==> config.mk <==
export PLATFORM = sky130hd
export DESIGN_NAME = bto_top
export DESIGN_NICKNAME = d
export VERILOG_FILES = /design/src/rtl/bto_pkg.sv /design/src/rtl/bto_toggle.sv /design/src/rtl/bto_pulse_gen.sv /design/src/rtl/bto_top.sv
export SDC_FILE = /design/constraint.sdc
export NUM_CORES = 1
export LEC_CHECK = 0
export BUFFER_PORTS_ARGS = -buffer_cell sky130_fd_sc_hd__buf_2
export CAP_MARGIN = 25
export CORE_MARGIN = 3
export CORE_UTILIZATION = 40
export CTS_CLUSTER_DIAMETER = 80
export CTS_CLUSTER_SIZE = 28
export DETAILED_ROUTE_END_ITERATION = 6
export HOLD_SLACK_MARGIN = 0.1
export PLACE_DENSITY = 0.72
export SLEW_MARGIN = 20
export SYNTH_ARGS = -nofsm -noshare
export SYNTH_HDL_FRONTEND = slang
export SYNTH_SLANG_ARGS = --single-unit
==> constraint.sdc <==
create_clock -name aclk -period 1.8 [get_ports aclk]
set_clock_uncertainty 0.1 [all_clocks]
set_input_delay 0 -clock aclk [delete_from_list [all_inputs] [get_ports aclk]]
set_output_delay 0 -clock aclk [all_outputs]
set_load 0.05 [all_outputs]
==> src/rtl/bto_pkg.sv <==
// Constants shared by the tone output block and its helpers.
// Assumes a single 50 MHz system clock and AXI4-Lite register access.
package bto_pkg;

	// Register indices; the byte address is four times the index
	localparam logic [5:0] PIN_FUNC_IDX = 6'h0a; // Pin function select two
	localparam logic [5:0] TONE_MODE_IDX = 6'h2e; // Tone mode control
	localparam logic [5:0] TONE_STAT_IDX = 6'h30; // Tone status, read only

	// Byte addresses on the register bus
	localparam logic [7:0] PIN_FUNC_ADDR = {PIN_FUNC_IDX, 2'h0};
	localparam logic [7:0] TONE_MODE_ADDR = {TONE_MODE_IDX, 2'h0};
	localparam logic [7:0] TONE_STAT_ADDR = {TONE_STAT_IDX, 2'h0};

	// Values after reset
	localparam logic [3:0] PIN_FUNC_RST = 4'h0;
	localparam logic [3:0] TONE_MODE_RST = 4'h0;

	// Field positions in the mode register
	localparam int MODE_DIV_LO = 0; // Division select, low bit
	localparam int MODE_SEL = 1; // Timer select or division high bit
	localparam int MODE_PULSE = 2; // One selects divided clock output
	localparam int MODE_EN = 3; // Divided clock output enable

	// Field position in the pin function register
	localparam int PF_TONE = 2; // One hands the shared pin to the tone

	// Shortest divided clock period in system clocks; each step doubles
	localparam logic [8:0] DIV_BASE = 9'h020;

	// Bus answers
	localparam logic [1:0] RESP_OKAY = 2'h0;
	localparam logic [1:0] RESP_SLVERR = 2'h2;

endpackage

==> src/rtl/bto_toggle.sv <==
// Toggle unit: flips its level on each overflow of the chosen timer.
// Assumes overflow strobes are one-cycle pulses on the same clock.
`timescale 1ns/10ps
module bto_toggle (
	input wire logic aclk, // System clock
	input wire logic aresetn, // Synchronous reset, active low
	input wire logic enable, // Toggle mode is selected and routed
	input wire logic sel_c, // Zero picks timer B, one timer C
	input wire logic ovf_b, // Timer B overflow strobe
	input wire logic ovf_c, // Timer C overflow strobe
	output logic level // Toggle waveform level
);

	logic trig; // Selected overflow event

	// Pick the overflow source
	assign trig = sel_c ? ovf_c : ovf_b;

	// Invert the level on each selected overflow
	always_ff @(posedge aclk) begin
		if (!aresetn) begin
			level <= 1'b0;
		end else if (enable && trig) begin
			level <= ~level;
		end
	end

endmodule

==> src/rtl/bto_pulse_gen.sv <==
// Divided clock pulse generator with gating at period boundaries.
// Assumes the enable and division select come from registers on aclk.
`timescale 1ns/10ps
module bto_pulse_gen (
	input wire logic aclk, // System clock
	input wire logic aresetn, // Synchronous reset, active low
	input wire logic enable, // Pulse output enable bit
	input wire logic [1:0] div_sel, // Division ratio select
	output logic pulse, // Divided clock pulse train
	output logic gate, // Enable latched for the current period
	output logic period_end, // Last cycle of a period
	output logic [8:0] half_len // High time of the running period
);

	logic [7:0] cnt_r; // Position inside the period
	logic [1:0] sel_q_r; // Ratio latched for the current period
	logic [8:0] period; // Period length in clocks
	logic [7:0] last; // Final count of the period

	// Period length for a select value
	function automatic logic [8:0] period_of(input logic [1:0] s);
		return bto_pkg::DIV_BASE << s;
	endfunction

	// Period follows the latched ratio so a pulse never changes width
	assign period = period_of(sel_q_r);
	assign last = 8'(period - 9'h001);
	assign half_len = {1'b0, period[8:1]};
	assign period_end = (cnt_r == last);
	assign pulse = gate && ({1'b0, cnt_r} < half_len);

	// Period counter
	always_ff @(posedge aclk) begin
		if (!aresetn) begin
			cnt_r <= 8'h00;
		end else if (period_end) begin
			cnt_r <= 8'h00;
		end else begin
			cnt_r <= cnt_r + 8'h01;
		end
	end

	// Enable and ratio take effect only at a period boundary
	always_ff @(posedge aclk) begin
		if (!aresetn) begin
			gate <= 1'b0;
			sel_q_r <= 2'h0;
		end else if (period_end) begin
			gate <= enable;
			sel_q_r <= div_sel;
		end
	end

endmodule

==> src/rtl/bto_top.sv <==
// Tone output block: registers, pin routing and the AXI4-Lite slave.
// Assumes timer strobes and port logic on aclk; the pin input is async.
//
// Contract
// - Toggle mode: mode bit 1 picks timer.
// - Each selected overflow inverts the output level.
// - Pulse mode outputs divided clock, ratio bits 0-1.
// - Pulses emitted only while mode bit 3 set; a pulse already started still runs to full width.
// - Bit 3 cleared in pulse mode: pin low.
// - Pulse width fixed whenever bit 3 written.
// - Mode register is 4-bit, write only.
// - Reset clears mode register to zero.
// - Pin function register, 4-bit write only, routes pin.
// - Reset clears pin function register, port role.
`timescale 1ns/10ps
module bto_top (
	input wire logic aclk, // System clock, 50 MHz
	input wire logic aresetn, // Synchronous reset, active low
	input wire logic [7:0] s_axi_awaddr, // Write address
	input wire logic [2:0] s_axi_awprot, // Write protection, unused
	input wire logic s_axi_awvalid, // Write address valid
	output logic s_axi_awready, // Write address ready
	input wire logic [31:0] s_axi_wdata, // Write data
	input wire logic [3:0] s_axi_wstrb, // Write byte strobes
	input wire logic s_axi_wvalid, // Write data valid
	output logic s_axi_wready, // Write data ready
	output logic [1:0] s_axi_bresp, // Write response
	output logic s_axi_bvalid, // Write response valid
	input wire logic s_axi_bready, // Write response ready
	input wire logic [7:0] s_axi_araddr, // Read address
	input wire logic [2:0] s_axi_arprot, // Read protection, unused
	input wire logic s_axi_arvalid, // Read address valid
	output logic s_axi_arready, // Read address ready
	output logic [31:0] s_axi_rdata, // Read data
	output logic [1:0] s_axi_rresp, // Read response
	output logic s_axi_rvalid, // Read data valid
	input wire logic s_axi_rready, // Read data ready
	input wire logic ovf_timer_b, // Timer B overflow strobe
	input wire logic ovf_timer_c, // Timer C overflow strobe
	input wire logic port_data, // Ordinary port output data
	input wire logic port_dir, // Ordinary port direction, one drives
	input wire logic tone_output_pin_i, // Shared pin level
	output logic tone_output_pin_o, // Shared pin output level
	output logic tone_output_pin_oe, // Shared pin output enable
	output logic [3:0] pin_func_o // Pin function bits for port logic
);

	logic [3:0] mode_r; // Tone mode control
	logic [3:0] pf_r; // Pin function select two
	logic [7:0] awaddr_r; // Held write address
	logic aw_held_r; // Write address taken
	logic [3:0] wdata_r; // Held write data, low nibble
	logic wlane_r; // Low byte strobe of held data
	logic w_held_r; // Write data taken
	logic wr_go; // Both halves of a write present
	logic wr_mapped; // Held address is a register
	logic rd_go; // Read address taken this cycle
	logic pin_s1_r; // Pin synchroniser, first stage
	logic pin_s2_r; // Pin synchroniser, second stage
	logic tone_lvl; // Toggle waveform
	logic pulse_w; // Divided clock pulse
	logic gate_w; // Latched pulse enable
	logic per_end_w; // Period boundary
	logic [8:0] half_w; // Pulse high time
	logic tog_mode; // Toggle path active
	logic pin_nxt; // Next pin level
	logic oe_nxt; // Next pin enable
	logic [8:0] hi_cnt_r; // High cycles of the running pulse

	// Toggle unit
	bto_toggle u_toggle (
		.aclk(aclk),
		.aresetn(aresetn),
		.enable(tog_mode),
		.sel_c(mode_r[bto_pkg::MODE_SEL]),
		.ovf_b(ovf_timer_b),
		.ovf_c(ovf_timer_c),
		.level(tone_lvl)
	);

	// Divided clock generator
	bto_pulse_gen u_pulse (
		.aclk(aclk),
		.aresetn(aresetn),
		.enable(mode_r[bto_pkg::MODE_EN]),
		.div_sel({mode_r[bto_pkg::MODE_SEL], mode_r[bto_pkg::MODE_DIV_LO]}),
		.pulse(pulse_w),
		.gate(gate_w),
		.period_end(per_end_w),
		.half_len(half_w)
	);

	// Toggle mode needs bit 2 clear and the pin handed over
	assign tog_mode = !mode_r[bto_pkg::MODE_PULSE] && pf_r[bto_pkg::PF_TONE];

	// Pin source selection
	always_comb begin
		if (pf_r[bto_pkg::PF_TONE]) begin
			oe_nxt = 1'b1;
			if (mode_r[bto_pkg::MODE_PULSE]) begin
				pin_nxt = pulse_w;
			end else begin
				pin_nxt = tone_lvl;
			end
		end else begin
			// Port role keeps its own data and direction
			oe_nxt = port_dir;
			pin_nxt = port_data;
		end
	end

	// Pin output flops
	always_ff @(posedge aclk) begin
		if (!aresetn) begin
			tone_output_pin_o <= 1'b0;
			tone_output_pin_oe <= 1'b0;
		end else begin
			tone_output_pin_o <= pin_nxt;
			tone_output_pin_oe <= oe_nxt;
		end
	end

	// Pin input synchroniser for the status register
	always_ff @(posedge aclk) begin
		if (!aresetn) begin
			pin_s1_r <= 1'b0;
			pin_s2_r <= 1'b0;
		end else begin
			pin_s1_r <= tone_output_pin_i;
			pin_s2_r <= pin_s1_r;
		end
	end

	// Write address channel
	always_ff @(posedge aclk) begin
		if (!aresetn) begin
			aw_held_r <= 1'b0;
			awaddr_r <= 8'h00;
		end else if (s_axi_awvalid && s_axi_awready) begin
			aw_held_r <= 1'b1;
			awaddr_r <= s_axi_awaddr;
		end else if (wr_go) begin
			aw_held_r <= 1'b0;
		end
	end

	// Write data channel
	always_ff @(posedge aclk) begin
		if (!aresetn) begin
			w_held_r <= 1'b0;
			wdata_r <= 4'h0;
			wlane_r <= 1'b0;
		end else if (s_axi_wvalid && s_axi_wready) begin
			w_held_r <= 1'b1;
			wdata_r <= s_axi_wdata[3:0];
			wlane_r <= s_axi_wstrb[0];
		end else if (wr_go) begin
			w_held_r <= 1'b0;
		end
	end

	assign wr_go = aw_held_r && w_held_r && !s_axi_bvalid;
	assign wr_mapped = (awaddr_r == bto_pkg::PIN_FUNC_ADDR) ||
		(awaddr_r == bto_pkg::TONE_MODE_ADDR) ||
		(awaddr_r == bto_pkg::TONE_STAT_ADDR);

	// Ready while nothing of that channel is held
	always_ff @(posedge aclk) begin
		if (!aresetn) begin
			s_axi_awready <= 1'b0;
			s_axi_wready <= 1'b0;
		end else begin
			s_axi_awready <= !aw_held_r && !s_axi_bvalid &&
				!(s_axi_awvalid && s_axi_awready);
			s_axi_wready <= !w_held_r && !s_axi_bvalid &&
				!(s_axi_wvalid && s_axi_wready);
		end
	end

	// Write response
	always_ff @(posedge aclk) begin
		if (!aresetn) begin
			s_axi_bvalid <= 1'b0;
			s_axi_bresp <= bto_pkg::RESP_OKAY;
		end else if (wr_go) begin
			s_axi_bvalid <= 1'b1;
			s_axi_bresp <= wr_mapped ? bto_pkg::RESP_OKAY :
				bto_pkg::RESP_SLVERR;
		end else if (s_axi_bready) begin
			s_axi_bvalid <= 1'b0;
		end
	end

	// Mode and pin function registers, cleared by reset
	always_ff @(posedge aclk) begin
		if (!aresetn) begin
			mode_r <= bto_pkg::TONE_MODE_RST;
			pf_r <= bto_pkg::PIN_FUNC_RST;
		end else if (wr_go && wlane_r) begin
			if (awaddr_r == bto_pkg::TONE_MODE_ADDR) begin
				mode_r <= wdata_r;
			end
			if (awaddr_r == bto_pkg::PIN_FUNC_ADDR) begin
				pf_r <= wdata_r;
			end
		end
	end

	assign pin_func_o = pf_r;

	// Read channel; write-only registers read as zero
	assign rd_go = s_axi_arvalid && s_axi_arready;
	always_ff @(posedge aclk) begin
		if (!aresetn) begin
			s_axi_arready <= 1'b0;
			s_axi_rvalid <= 1'b0;
			s_axi_rdata <= 32'h00000000;
			s_axi_rresp <= bto_pkg::RESP_OKAY;
		end else begin
			s_axi_arready <= !s_axi_rvalid && !rd_go;
			if (rd_go) begin
				s_axi_rvalid <= 1'b1;
				s_axi_rresp <= bto_pkg::RESP_OKAY;
				s_axi_rdata <= 32'h00000000;
				case (s_axi_araddr)
					bto_pkg::TONE_STAT_ADDR: begin
						s_axi_rdata <= {28'h0000000, pin_s2_r, gate_w,
							tone_output_pin_oe, tone_output_pin_o};
					end
					bto_pkg::TONE_MODE_ADDR, bto_pkg::PIN_FUNC_ADDR: begin
						s_axi_rdata <= 32'h00000000;
					end
					default: begin
						s_axi_rresp <= bto_pkg::RESP_SLVERR;
					end
				endcase
			end else if (s_axi_rready) begin
				s_axi_rvalid <= 1'b0;
			end
		end
	end

	// Helper: count high cycles of the pulse train
	always_ff @(posedge aclk) begin
		if (!aresetn) begin
			hi_cnt_r <= 9'h000;
		end else if (pulse_w) begin
			hi_cnt_r <= hi_cnt_r + 9'h001;
		end else begin
			hi_cnt_r <= 9'h000;
		end
	end
endmodule

Word level (Yosys, flattened, before mapping):

Index checks and enable logic that the tools add are counted.

* flip-flop bits (word level): 80
* output and inout port bits: 47

* $add $sub $neg: 2
* order comparisons: 1
* equality and inequality tests: 7
* shift-type cells: 1
* multiplexer cells: 14
* bitwise logic cells: 2
* reductions and logical operators: 32

Operators by type and width (number)
* equality test 8 bit, second input constant: 4
* equality test 8 x 6 -> 1 bit, second input constant: 2
* logical AND 1 bit: 14
* 2-to-1 mux 1 bit: 11
* left shift 6 x 2 -> 9 bit, first input constant: 1
* adder 8 x 1 -> 8 bit, second input constant: 1
* equality test 8 bit: 1
* logical NOT 1 bit: 8
* less-than comparator 8 bit: 1
* nonzero test 2 bit: 4
* subtractor 8 x 1 -> 8 bit, second input constant: 1
* 2-to-1 mux 2 bit: 2
* 2-to-1 mux 4 bit: 1
* AND reduction 2 bit: 2
* OR reduction 3 bit: 1
* logical OR 1 bit: 2
* NOT 1 bit: 2
* OR reduction 2 bit: 1

Logic depth before layout (Yosys ltp):

* depth in word-level cells: 5
* mapped depth: 6
* mapped depth without buffers: 6

By module:

A second synthesis with hierarchy kept.

* cells, all modules: 280
* area, all modules: 2471.1 um^2

By module, submodules not included
* bto_top: instances 1, cells each 201, area each 1742.9 um^2, seq. area each 760.7 um^2
* bto_pulse_gen: instances 1, cells each 73, area each 673.1 um^2, seq. area each 220.2 um^2
* bto_toggle: instances 1, cells each 6, area each 55.1 um^2, seq. area each 20.0 um^2

Least setup slack after synthesis:

No wires, ideal clock.

* path type: register to register
* from: register s_axi_bvalid
* to: register mode_r[0]
* setup time: 0.072 ns
* data arrival time: 1.505 ns
* path slack: 0.123 ns
* stages on the path, launching flop included: 6
* period minus slack after synthesis: 1.677 ns
* path through: dfxtp_1 > nand3b_1 > nor4_2 > and4_1 > clkbuf_2 > mux2i_1

* word-level cells in the longest chain between the ends: 4

RTL lines
* start: declaration: RTL line bto_top.sv:28 `output logic s_axi_bvalid,`
* start signal: assignment: RTL line bto_top.sv:183 `s_axi_bvalid <= 1'b0;`
* start signal: assignment: RTL line bto_top.sv:186 `s_axi_bvalid <= 1'b1;`
* start signal: assignment: RTL line bto_top.sv:190 `s_axi_bvalid <= 1'b0;`
* logical NOT 1 bit: RTL line bto_top.sv:162 `assign wr_go = aw_held_r && w_held_r && !s_axi_bvalid;`
* logical AND 1 bit: RTL line bto_top.sv:162
* logical AND 1 bit: RTL line bto_top.sv:199 `end else if (wr_go && wlane_r) begin`
* AND reduction 2 bit (no line)
* end signal: assignment: RTL line bto_top.sv:197 `mode_r <= bto_pkg::TONE_MODE_RST;`
* end signal: assignment: RTL line bto_top.sv:201 `mode_r <= wdata_r;`
* end: declaration: RTL line bto_top.sv:48 `logic [3:0] mode_r;`

Every way passes these cells.
A chain may end at the register's enable or synchronous reset.

Worst setup path in the final report:

* from: register u_pulse.cnt_r[0]
* to: register u_pulse.gate

* word-level cells in the longest chain between the ends: 1

RTL lines
* start: declaration: RTL line bto_pulse_gen.sv:15 `logic [7:0] cnt_r;`
* start signal: assignment: RTL line bto_pulse_gen.sv:39 `cnt_r <= cnt_r + 8'h01;`
* equality test 8 bit: RTL line bto_pulse_gen.sv:29 `assign period_end = (cnt_r == last);`
* end signal: assignment: RTL line bto_pulse_gen.sv:49 `gate <= enable;`
* end: declaration: RTL line bto_pulse_gen.sv:10 `output logic gate,`

Every way passes these cells.

==> metrics.cfg <==
[clock_network]
numCtsBuffers=5
cts_tree=done
cts_buffer_depth=2
clockRootBuffer=clkbuf_8
post_cts_buffers=0
clk_transition_reported_paths_ns=0.08
cts_max_level=2
cts_num_sinks=50
clock_latency_ns=0.29

[drt]
drt-wirelength-per-cell_um=11.4
viasPerCell=4.57
ant_nets=0
wirelength_mm=4.81
via_count=1935
met2WireLength_mm=2.54
drt_iter0_markers=35
drt-met1-wl_mm=2.00
dr_wl_met3_um=189
route.detailed.drc=0
drtPass1Iterations=4
top_layer=met4

[placed_design]
place_hpwl_mm=3.22
dp.cells=370
post-place-ws_ns=0.144
io_buffers=49
place.gp.congestion=0.794
post_dp_cell_area_um2=2490

[power_and_ir_drop]
power.switching_mw=0.643
p_leak_nw=1.32
power_density_nw_per_um2=734
combinationalPowerShare=0.180
finalPower_mw=2.23
p_clk_frac=0.294
p_sw_frac=0.288
ir_worst_vdd_uv=628
p_int_mw=1.58
power_frac_seq=0.525

[worst_setup_path]
start_kind=flip-flop
crit_fanout=10
r2r_setup_slack_ns=0.11
worstSetupPathType=reg2reg
end_kind=flip-flop
r2r_end=u_pulse.gate
rr_startpoint=u_pulse.cnt_r[0]
reg2regPathDepth=5
cp.arrival_ns=1.81
worstPathRequired_ns=1.92

[grt]
grt_max_degree=31
overflow=0
track_usage=0.154
antenna_found_initial=0
grt_pass1_wl_mm=7.94
grt_pass1_vias=1869

[yosys]
synth_compound_area_frac=0.106
syn_inst=254
yosysUniqueCellTypes=38
synth_flop_cell=dfxtp_1
netlist_top_cells_count=dfxtp_1 (50), nand2_1 (46), buf_4 (30)
synth_edf_count=0
synth_top_family_by_area=simple AND/OR/NAND/NOR gates
synth_area_leaders=dfxtp_1 (44%), buf_4 (10%), nand2_1 (7.6%)
synth_fa_ha_area_frac=0.0276
synth-seq-cells=50
avgSynthCellArea_um2=8.91
syn_area_um2=2260
synth_top_area_frac=0.442
yosysTopAreaCell=dfxtp_1
yosysWarnings=0
synth-xor-area-share=0.0310
yosysMostFrequentCell=dfxtp_1
synth_seq_area_share=0.442
async_reset_ff_frac=0
synthMuxAreaShare=0.0531
synth_simple_gate_area_frac=0.214

[timing]
setup-tns-final_ns=0
grt_setup_unrepaired=false
fmax_mhz=590
period_needed_ns=1.69
fin_crit_sh=0.941
finalMaxSlewViolations=0
fin_ws_ns=0.106
whs_ns=0.0887
finalHoldViolCount=0
setup-violations-final=0

[final_layout]
antennaDiodeCount=0
fillers=491
layout.nets=427
stdcell_area_um2=3030
multi_input_area_um2=1090
layout-drive-gt1-share=0.190
area_delta_synth_final_pct=34.0
fin_cells=423
seq_area_um2=1000
utilization=0.572

[hold_path]
whs_endpoint=s_axi_rdata[1]
hold_start=s_axi_araddr[2]
min_path_cells=4
hold_path.class=in2reg

[floorplan]
die_area_um2=6600
coreArea_um2=5300
initial_utilization=0.427
rows=26
die_h_um=81.2
die_x_um=81.2
io_pins=117

[outcome]
status=finished, final reports clean

[run]
cap_violations=0

state kept, by name, indices dropped and copies added, names as in the netlist, 2 cells and up:
register,count
mode_r,4
u_pulse.sel_q_r,2
wdata_r,4
s_axi_rdata,4
pin_func_o,4
awaddr_r,8
u_pulse.cnt_r,8
per-layer routing:
metal | vias to the layer above | global-route usage
met4 | 0 | 0.0507
met1 | 887 | 0.166
met5 | - | 0
li1 | 997 | -
met2 | 43 | 0.294
met3 | 8 | 0.0333
logic make-up (layout without fill, tap and decap cells):
group	count (synthesis)	after routing
AOI/OAI and AO/OA	37	37
muxes	12	12
xor gates and xnor gates	8	8
DFF	50	50
and+or+nand+nor	96	96
buffers and inverters	45	115
adders and majority gates	5	5
other	1	30
worst max-delay path, cell delays in order, from the launching register on:
cell     delay [ns]
dfxtp_1        0.36
ha_1           0.22
nand4_1        0.15
a41o_1         0.26
a21oi_4        0.30
mux2i_1        0.24
placed cells by master, fill, tap and decap left out, types with 3 or more instances in the layout:
| cell | synthesis | routed |
|---|---|---|
| a21oi_1 | 17 | 17 |
| a22o_1 | 4 | 4 |
| and2_1 | 4 | 4 |
| buf_2 | 0 | 49 |
| buf_4 | 30 | 5 |
| clkbuf_8 | 0 | 6 |
| conb_1 | 1 | 30 |
| dfxtp_1 | 50 | 49 |
| dlygate4sd3_1 | 0 | 45 |
| ha_1 | 5 | 5 |
| inv_1 | 8 | 8 |
| mux2i_1 | 12 | 12 |
| nand2_1 | 46 | 46 |
| nand2b_1 | 3 | 3 |
| nand3_1 | 7 | 7 |
| nor2_1 | 9 | 9 |
| nor3_1 | 10 | 10 |
| nor3b_1 | 3 | 3 |
| o21ai_0 | 7 | 7 |
| xnor2_1 | 6 | 6 |
worst max-delay path by stage:
stage                             startpoint            endpoint  slack (ns)  cells after the start
after floorplan                 s_axi_bvalid           mode_r[0]        0.12                      5
after global routing      u_pulse.sel_q_r[0]   tone_output_pin_o        0.02                      6
final                       u_pulse.cnt_r[0]        u_pulse.gate        0.11                      5
after CTS                    s_axi_araddr[0]      s_axi_rdata[3]        0.03                      6
after detailed placement    u_pulse.cnt_r[0]        u_pulse.gate        0.14                      5
after global placement      u_pulse.cnt_r[0]  u_pulse.sel_q_r[1]        0.19                      5
repair_timing:
action	4_1_cts	5_1_grt
endpoints found under the setup margin	0	5
hold buffers	44	2
resized for setup	0	1
hold endpoints to repair	35	1
final cells by class:
cell class	count	area share
clock buffers	7	0.0285
clock inverters	1	0.00165
inverters	8	0.00990
multi-input cells	188	0.359
flip-flops and latches	50	0.330
well taps	70	0.0289
repair buffers	99	0.242
power groups by stage:
stage               combinational (mW)  sequential (mW)  clock (mW)
CTS                              0.396             1.17       0.678
floorplan                        0.265             1.24           0
detailed placement               0.326             1.20           0
global placement                 0.323             1.19           0
global route                     0.433             1.18       0.710
finish                           0.402             1.17       0.656
(Power assumes the default switching activity.)
